[src/include/rpp_regs.svh]
// Timing, threshold and scaling constants of the reflected power protection block.
// Assumes a single 200 MHz clock and power values scaled so that 16'hFFFF is full carrier.
//
// Overview of operation
// - Coupler fast trip zeroes modulation, kills drive.
// - Peak reflected above sixteen percent triggers shutback.
// - Shutback drops power command instantly to zero.
// - Power held at zero for hold interval.
// - Exponential ramp toward lower of setpoint, ALC.
// - Full power under ALC thirty seconds after shutback.
// - Shutback adds one unit to accumulator.
// - Accumulator decays one sixtieth each second.
// - Accumulator above threshold declares a cutback.
// - First cutback caps power at eighty-five percent.
// - Further cutbacks scale the cap again.
// - Cap never falls below two percent.
// - Cap recovery waits for accumulator at zero.
// - Four second average above four percent folds back.
// - All protection paths run concurrently.
// - Load impedance mismatch from current, voltage samples.
// - Shutdown closes every module bypass relay.
`ifndef RPP_REGS_SVH
`define RPP_REGS_SVH

// =============================================================
// Time base
`define RPP_CLK_NS 32'h0000_0005
`define RPP_TICK_NS 32'h000F_4240
`define RPP_HOLD_MS 16'h012C
`define RPP_FULL_MS 16'h7530
`define RPP_REC_MS 16'h03E8

// =============================================================
// Accumulator, one unit is 60000 ticks of 1 ms
`define RPP_ACC_ONE 32'h0000_EA60
`define RPP_ACC_CUT 32'h0002_49F0
`define RPP_ACC_MAX 32'h0003_A980

// =============================================================
// Levels and percentages
`define RPP_PWR_FULL 16'hFFFF
`define RPP_PK_PCT 8'h10
`define RPP_AVG_PCT 8'h04
`define RPP_CUT_PCT 8'h55
`define RPP_FLOOR_PCT 8'h02
`define RPP_PCT_DIV 8'h64
`define RPP_AVG_SH 4'hC
`define RPP_RAMP_SH 4'h6
`define RPP_FOLD_STEP 16'h0010

`endif

[src/include/rpp_pkg.sv]
// Types shared by the reflected power protection block.
// Assumes rpp_regs.svh is on the include path.
`include "rpp_regs.svh"
package rpp_pkg;

    // Power recovery phases after a shutback.
    typedef enum logic [1:0] {RPP_NORM, RPP_HOLD, RPP_RAMP} rpp_mode_type;

    // Whole state of the block, registered in one place.
    typedef struct packed {
        logic [2:0] sync;
        logic fast;
        logic [17:0] tick_cnt;
        logic [15:0] tmr;
        rpp_mode_type mode;
        logic [31:0] acc;
        logic [15:0] cap;
        logic cut_seen;
        logic [15:0] rec_tmr;
        logic [2:0] rec_idx;
        logic [35:0] last;
        logic [47:0] avg;
        logic [15:0] fold;
        logic [15:0] pwr;
        logic pdm_zero;
        logic drv_en;
        logic relay;
        logic cutback;
        logic peak;
    } rpp_state_type;

endpackage

[src/core/rpp_top.sv]
// Reflected power protection controller: fast trip, shutback, cutback, foldback.
// Assumes samples arrive on sys_clk_i with a valid strobe; the coupler trip is asynchronous.
`timescale 1ns/10ps
`include "rpp_regs.svh"
module rpp_top #(
    parameter int TICK_CYC = `RPP_TICK_NS / `RPP_CLK_NS,
    parameter logic [35:0] RATED = 36'h0_4000_0000,
    parameter logic signed [3:0] Z0 = 4'sh1,
    parameter logic [15:0] REC_STEP [8] = '{16'h0100, 16'h0200, 16'h0400, 16'h0800,
                                            16'h1000, 16'h2000, 16'h4000, 16'h8000}
) (
    input wire logic sys_clk_i,                      // 200 MHz clock.
    input wire logic reset_i,                        // Synchronous reset, high.
    input wire logic refl_fast_i,                    // Coupler mismatch comparator, async.
    input wire logic signed [15:0] v_smp_i,          // Digitized RF voltage.
    input wire logic signed [15:0] i_smp_i,          // Digitized RF current.
    input wire logic smp_valid_i,                    // Sample pair valid.
    input wire logic [15:0] setpoint_i,              // Power set point.
    input wire logic [15:0] alc_i,                   // Level control value.
    input wire logic rf_on_i,                        // Transmitter RF on.
    output logic [15:0] pwr_cmd_o,                   // Power drive command.
    output logic pdm_zero_o,                         // Force modulation to zero.
    output logic rf_drive_en_o,                      // RF drive enable.
    output logic bypass_close_o,                     // Close all module relays.
    output logic cutback_o,                          // Power cap below full.
    output logic peak_trip_o                         // Last sample over peak limit.
);
    import rpp_pkg::*;

    localparam logic [15:0] FLOOR = 16'((32'(`RPP_PWR_FULL) * 32'(`RPP_FLOOR_PCT)) / 32'(`RPP_PCT_DIV));
    localparam logic [17:0] TICK_LAST = 18'(TICK_CYC - 1);

    rpp_state_type s_r;
    rpp_state_type s_nxt;

    // =============================================================
    // Helpers
    function automatic logic [15:0] rpp_min(input logic [15:0] a, input logic [15:0] b);
        return (a < b) ? a : b;
    endfunction

    function automatic logic [15:0] rpp_max(input logic [15:0] a, input logic [15:0] b);
        return (a > b) ? a : b;
    endfunction

    // =============================================================
    // Reflected wave from the load: (V - Z0*I) squared, the
    // impedance mismatch term, so a matched load gives zero.
    logic signed [19:0] diff;
    logic [35:0] refl;
    logic peak_hit;
    logic tick;
    logic trig;
    logic new_ev;
    logic [31:0] acc_add;
    logic [15:0] tgt;
    logic [15:0] cut_base;
    logic [23:0] cut_prod;
    logic [15:0] step;
    logic [55:0] avg_lhs;
    logic [55:0] avg_rhs;

    always_comb begin
        diff = 20'(v_smp_i) - 20'(Z0) * 20'(i_smp_i);
        refl = 36'(diff * diff);
        peak_hit = smp_valid_i && (48'(refl) * 48'(`RPP_PCT_DIV) > 48'(RATED) * 48'(`RPP_PK_PCT));
    end

    // =============================================================
    // Next state. Every mechanism updates in the same pass, none
    // is selected over another, so all protections act at once.
    always_comb begin
        s_nxt = s_r;
        step = REC_STEP[s_r.rec_idx];
        tick = (s_r.tick_cnt == TICK_LAST);
        s_nxt.tick_cnt = tick ? 18'h0_0000 : s_r.tick_cnt + 18'h0_0001;

        // Three stage synchroniser; a change counts when the last two agree.
        s_nxt.sync = {s_r.sync[1:0], refl_fast_i};
        if (s_r.sync[2] == s_r.sync[1]) begin
            s_nxt.fast = s_r.sync[2];
        end

        trig = peak_hit || s_r.fast;
        new_ev = trig && (s_r.mode != RPP_HOLD);
        tgt = rpp_min(rpp_min(setpoint_i, alc_i), rpp_min(s_r.cap, s_r.fold));

        // Accumulator: decay per ms, a new shutback adds one unit.
        if (tick && s_r.acc != 32'h0000_0000) begin
            s_nxt.acc = s_r.acc - 32'h0000_0001;
        end
        acc_add = s_nxt.acc + `RPP_ACC_ONE;
        cut_base = s_r.cut_seen ? s_r.cap : rpp_min(setpoint_i, s_r.pwr);
        cut_prod = 24'(cut_base) * 24'(`RPP_CUT_PCT);
        if (new_ev) begin
            // Adding rather than overwriting lets close events reach the threshold.
            s_nxt.acc = (acc_add > `RPP_ACC_MAX) ? `RPP_ACC_MAX : acc_add;
            if (s_nxt.acc > `RPP_ACC_CUT) begin
                s_nxt.cap = rpp_max(FLOOR, 16'(cut_prod / 24'(`RPP_PCT_DIV)));
                s_nxt.cut_seen = 1'b1;
                s_nxt.rec_tmr = 16'h0000;
                s_nxt.rec_idx = 3'h0;
            end
        end

        // Cap recovery only once the accumulator is empty.
        if (!new_ev && s_r.acc == 32'h0000_0000 && s_r.cap != `RPP_PWR_FULL && tick) begin
            s_nxt.rec_tmr = s_r.rec_tmr + 16'h0001;
            if (s_r.rec_tmr == `RPP_REC_MS - 16'h0001) begin
                s_nxt.rec_tmr = 16'h0000;
                s_nxt.cap = (`RPP_PWR_FULL - s_r.cap < step) ? `RPP_PWR_FULL : s_r.cap + step;
                if (s_r.rec_idx != 3'h7) begin
                    s_nxt.rec_idx = s_r.rec_idx + 3'h1;
                end
            end
        end
        if (s_nxt.cap == `RPP_PWR_FULL) begin
            s_nxt.cut_seen = 1'b0;
        end

        // Foldback on the long average of reflected power.
        if (smp_valid_i) begin
            s_nxt.last = refl;
        end
        avg_lhs = 56'(s_r.avg) * 56'(`RPP_PCT_DIV);
        avg_rhs = (56'(RATED) * 56'(`RPP_AVG_PCT)) << `RPP_AVG_SH;
        if (tick) begin
            s_nxt.avg = s_r.avg - (s_r.avg >> `RPP_AVG_SH) + 48'(s_r.last);
            if (avg_lhs > avg_rhs) begin
                s_nxt.fold = (s_r.fold < `RPP_FOLD_STEP) ? 16'h0000 : s_r.fold - `RPP_FOLD_STEP;
            end else begin
                s_nxt.fold = (`RPP_PWR_FULL - s_r.fold < `RPP_FOLD_STEP) ? `RPP_PWR_FULL
                                                                           : s_r.fold + `RPP_FOLD_STEP;
            end
        end

        // Shutback sequencing; tmr counts ms since the last trigger.
        unique case (s_r.mode)
            RPP_NORM: begin
                s_nxt.pwr = tgt;
            end
            RPP_HOLD: begin
                s_nxt.pwr = 16'h0000;
                if (tick) begin
                    s_nxt.tmr = s_r.tmr + 16'h0001;
                    if (s_r.tmr == `RPP_HOLD_MS - 16'h0001) begin
                        s_nxt.mode = RPP_RAMP;
                    end
                end
            end
            RPP_RAMP: begin
                if (s_r.pwr >= tgt) begin
                    s_nxt.pwr = tgt;
                end else if (tick) begin
                    // Exponential approach; a minimum step avoids stalling short of target.
                    s_nxt.pwr = s_r.pwr + rpp_max(16'h0001, (tgt - s_r.pwr) >> `RPP_RAMP_SH);
                end
                if (tick) begin
                    s_nxt.tmr = s_r.tmr + 16'h0001;
                    if (s_r.tmr == `RPP_FULL_MS - 16'h0001) begin
                        s_nxt.mode = RPP_NORM;
                    end
                end
            end
        endcase
        if (trig) begin
            s_nxt.mode = RPP_HOLD;
            s_nxt.tmr = 16'h0000;
            s_nxt.pwr = 16'h0000;
        end

        // Output flags registered from the next state.
        s_nxt.pdm_zero = s_nxt.fast || (s_nxt.mode == RPP_HOLD);
        s_nxt.drv_en = rf_on_i && !s_nxt.fast;
        s_nxt.relay = !rf_on_i || s_nxt.fast;
        s_nxt.cutback = (s_nxt.cap != `RPP_PWR_FULL);
        s_nxt.peak = peak_hit;
    end

    // =============================================================
    // State register.
    always_ff @(posedge sys_clk_i) begin
        if (reset_i) begin
            s_r <= '{sync: 3'h0, fast: 1'b0, tick_cnt: 18'h0_0000, tmr: 16'h0000, mode: RPP_NORM,
                     acc: 32'h0000_0000, cap: `RPP_PWR_FULL, cut_seen: 1'b0, rec_tmr: 16'h0000,
                     rec_idx: 3'h0, last: 36'h0_0000_0000, avg: 48'h0000_0000_0000,
                     fold: `RPP_PWR_FULL, pwr: 16'h0000, pdm_zero: 1'b1, drv_en: 1'b0,
                     relay: 1'b1, cutback: 1'b0, peak: 1'b0};
        end else begin
            s_r <= s_nxt;
        end
    end

    assign pwr_cmd_o = s_r.pwr;
    assign pdm_zero_o = s_r.pdm_zero;
    assign rf_drive_en_o = s_r.drv_en;
    assign bypass_close_o = s_r.relay;
    assign cutback_o = s_r.cutback;
    assign peak_trip_o = s_r.peak;
endmodule // rpp_top

[config.mk]
export PLATFORM = sky130hd
export DESIGN_NAME = rpp_top
export DESIGN_NICKNAME = d
export VERILOG_FILES = /design/src/include/rpp_pkg.sv /design/src/core/rpp_top.sv
export VERILOG_INCLUDE_DIRS = /design/src /design/src/include
export SDC_FILE = /design/constraint.sdc
export NUM_CORES = 2
export LEC_CHECK = 0
export ABC_AREA = 1
export ABC_CLOCK_PERIOD_IN_PS = 18300
export BUFFER_PORTS_ARGS = -buffer_cell sky130_fd_sc_hd__buf_2
export CORE_UTILIZATION = 45
export DETAILED_ROUTE_END_ITERATION = 8
export GPL_TIMING_DRIVEN = 0
export PLACE_DENSITY = 0.64
export RECOVER_POWER = 100
export SLEW_MARGIN = 40
export SYNTH_ARGS = -nofsm -noshare
export SYNTH_HDL_FRONTEND = slang
export SYNTH_SLANG_ARGS = --single-unit
export TNS_END_PERCENT = 5
[constraint.sdc]
create_clock -name sys_clk_i -period 18.3 [get_ports sys_clk_i]
set_input_delay 3.66 -clock sys_clk_i [delete_from_list [all_inputs] [get_ports sys_clk_i]]
set_output_delay 3.66 -clock sys_clk_i [all_outputs]
set_load 0.03 [all_outputs]
==> impl_metrics.json <==
{
  "synth_nets": 6576,
  "synthCells": 5534,
  "ys_seq_area_share_pct": 11.0,
  "crit_type": "primary input to register",
  "rr_worst_depth": 106,
  "arrival_ps": 17900,
  "fmax_ghz": 0.0575,
  "grt_pass1_wl_mm": 164,
  "crit_buf_inv": 12,
  "final_util_pct": 49.0,
  "cp-endpoint": "s_r[140]",
  "num_rows": 109,
  "clockBufferDepth": 3,
  "num_antenna_cells": 0,
  "setup_tns_ps": 0,
  "cpPeakStageDelay_ps": 1000,
  "synth_edf_count": 0,
  "final-setup-viol-count": 0,
  "slowest_stage": "xnor2_1",
  "ys_async_sr_fraction_pct": 0,
  "clkTransAtPathRegs_ps": 60,
  "cp_common_cell": "inv_1",
  "cap_violations": 0,
  "h-tree-depth": 1,
  "die_w_um": 302,
  "place_hpwl_mm": 85.5,
  "crit_family": "adder cells",
  "gr-usage-all-layers_pct": 21.8,
  "drt_wl_total_mm": 99.7,
  "r2r_slack_ps": 3960,
  "drive_gt1_share_pct": 7.24,
  "cts.sinks": 223,
  "cts_hold_buf": 0,
  "fill_cells": 8784,
  "grt_pass1_vias": 33200,
  "synth-warning-count": 0,
  "syn2layout_area_growth_pct": 7.54,
  "io_pins": 90,
  "grt_max_degree": 15,
  "fp.dieH_um": 302,
  "ant_nets": 0,
  "cp.depth": 59,
  "gp_congestion": 0.932,
  "syn_avg_cell_area_um2": 7.32,
  "cts_tree": "built",
  "ys_types": 68,
  "viasPerCell": 5.04,
  "cp-startpoint": "i_smp_i[1]",
  "reg2reg_to": "s_r[140]",
  "io_buffers": 88,
  "crit_path_max_fanout": 10,
  "period_share_pct": 95.0,
  "synth-main-ff-cell": "dfxtp_1",
  "ys_ff_latch": 223,
  "die-area_mm2": 0.0912,
  "fin_nets": 6709,
  "tightest_slew_ps": 1300,
  "maxSlewHeadroom_pct": 12.6,
  "outcome": "finished, final reports clean",
  "critical_path_required_ps": 18810,
  "r2r-start": "pwr_cmd_o[13]",
  "fin_ws_ps": 907,
  "vias": 34600,
  "drc": 0,
  "drt_iter0_markers": 2087,
  "cts-buffers-inserted": 27,
  "cp-start-kind": "primary input",
  "fin_crit_ps": 17390,
  "final.setup_skew_ps": 19.8,
  "start_util_pct": 45.6,
  "wl_per_cell_um": 14.6,
  "root_buffer": "clkbuf_16",
  "hold_viol": 0,
  "insertion_delay_ps": 580,
  "antenna_found_initial": 1,
  "slew_violations": 0,
  "pre_cts_slack_ps": -1400,
  "hold_path.class": "register to register",
  "syn-cell-area_mm2": 0.0405,
  "overflow": 0,
  "dr.pass1.iters": 7,
  "core_area_mm2": 0.0888,
  "critPathCaptureType": "register"
}
-- cell type report --
| type | count | area [µm²] | area share, % |
|---|---|---|---|
| plain buffers | 99 | 468 | 1.07 |
| clock buffers | 36 | 749 | 1.72 |
| clock inverters | 14 | 129 | 0.296 |
| inverters | 1311 | 4940 | 11.3 |
| multi-input cells | 3899 | 30800 | 70.7 |
| flip-flops and latches | 223 | 4460 | 10.3 |
| well taps | 1165 | 1460 | 3.35 |
| repair buffers | 106 | 549 | 1.26 |
-- worst min path at each step --
stage                    start         end  slack (ps)  depth (start not counted)
floorplan           s_nxt[227]  s_nxt[228]         390                          2
global placement    s_nxt[227]  s_nxt[228]         410                          2
detailed placement  s_nxt[227]  s_nxt[228]         410                          2
CTS                 s_nxt[227]  s_nxt[228]         440                          2
global route        s_nxt[227]  s_nxt[228]         440                          2
finish              s_nxt[227]  s_nxt[228]         430                          2
-- worst reg2reg max path: cells and delay by family, from the launching register on --
family / cells / cell delay, ps
compound gates: 9 / 1400
flops: 1 / 430
fa+ha+maj: 6 / 2130
simple gates: 82 / 8860
xor+xnor: 2 / 510
buf+inv: 7 / 950
-- placed cells by master (no fill, tap or decap), types with 39 or more instances in the layout --
master / instances
a21oi_1: 399
xor2_1: 180
clkbuf_1: 97
o22ai_1: 58
o21ai_0: 241
buf_2: 70
ha_1: 572
dfxtp_1: 223
nor2_1: 425
nand3_1: 193
nand2_2: 78
xnor2_1: 76
nand4_1: 68
buf_4: 39
nor3_1: 78
fa_1: 398
nand2_1: 751
inv_1: 1273
-- cell usage after synthesis, types with 7 or more instances --
library cell     n  area [µm²]
a211oi_1        11        82.6
a21o_1          12        90.1
a21oi_1        401        2010
a31oi_1         18         113
buf_4           20         150
clkbuf_1        78         293
clkinv_1        11        41.3
dfxtp_1        223        4460
fa_1           400        8010
ha_1           573        7170
inv_1         1276        4790
inv_2           23        86.3
nand2_1        755        2830
nand2_2         76         475
nand2_4         30         338
nand3_1        194         971
nand3_2         13         130
nand4_1         68         425
nand4_2          8         100
nor2_1         430        1610
nor2_2          12        75.1
nor2_4           9         101
nor3_1          78         390
nor3b_1         22         165
nor4_1          33         206
o211ai_1        34         255
o21a_1           9        67.6
o21ai_0        248        1240
o21ai_1         17        85.1
o21bai_1        19         143
o22ai_1         58         363
o31ai_1          7        52.6
or2_2           36         225
xnor2_1         76         666
xor2_1         187        1640
-- flip-flops by register name, summed over array words and instances (netlist names) --
name and flops:
bypass_close_o 1, cutback_o 1, pdm_zero_o 1, rf_drive_en_o 1, s_r 200, s_nxt 2, pwr_cmd_o 16, peak_trip_o 1
-- kinds of logic (layout without fill, tap and decap cells) --
family | Yosys count | count (layout) | share of synthesized area, %
XOR/XNOR | 263 | 263 | 5.69
multiplexers | 1 | 1 | 0.0278
AND/OR/NAND/NOR | 1785 | 1785 | 20.4
adder cells (fa/ha/maj) | 973 | 973 | 37.5
AO/OA/AOI/OAI | 877 | 877 | 12.0
flip-flops | 223 | 223 | 11.0
buffers and inverters | 1412 | 1566 | 13.3
-- through the flow --
stage | hold WS (ps) | instance area [µm²] | instances
after global routing | 444 | 43500 | 6853
final | 435 | 43500 | 6853
after floorplan | 388 | 40500 | 5534
after global placement | 414 | 42400 | 6787
after detailed placement | 411 | 42400 | 6788
after CTS | 436 | 43300 | 6837
-- routing by layer --
layer	track usage, %	wire length (µm)	up-vias	share of wire (%)
met1	31.8	49500	16000	50
li1	-	-	17800	-
met5	0	13	-	0.013
met3	1.28	4300	86	4.3
met4	3.56	1450	2	1.5
met2	36.1	44500	685	45
-- what timing repair did --
action                     CTS  global route
setup buffers                0            17
setup endpoints to repair   25            56
pin swaps                    0             5
gates cloned                 0             0
gates resized for setup      6            52
Power is not shown: default switching activity piles up to over one toggle a cycle in this logic, so the estimate is an artifact.
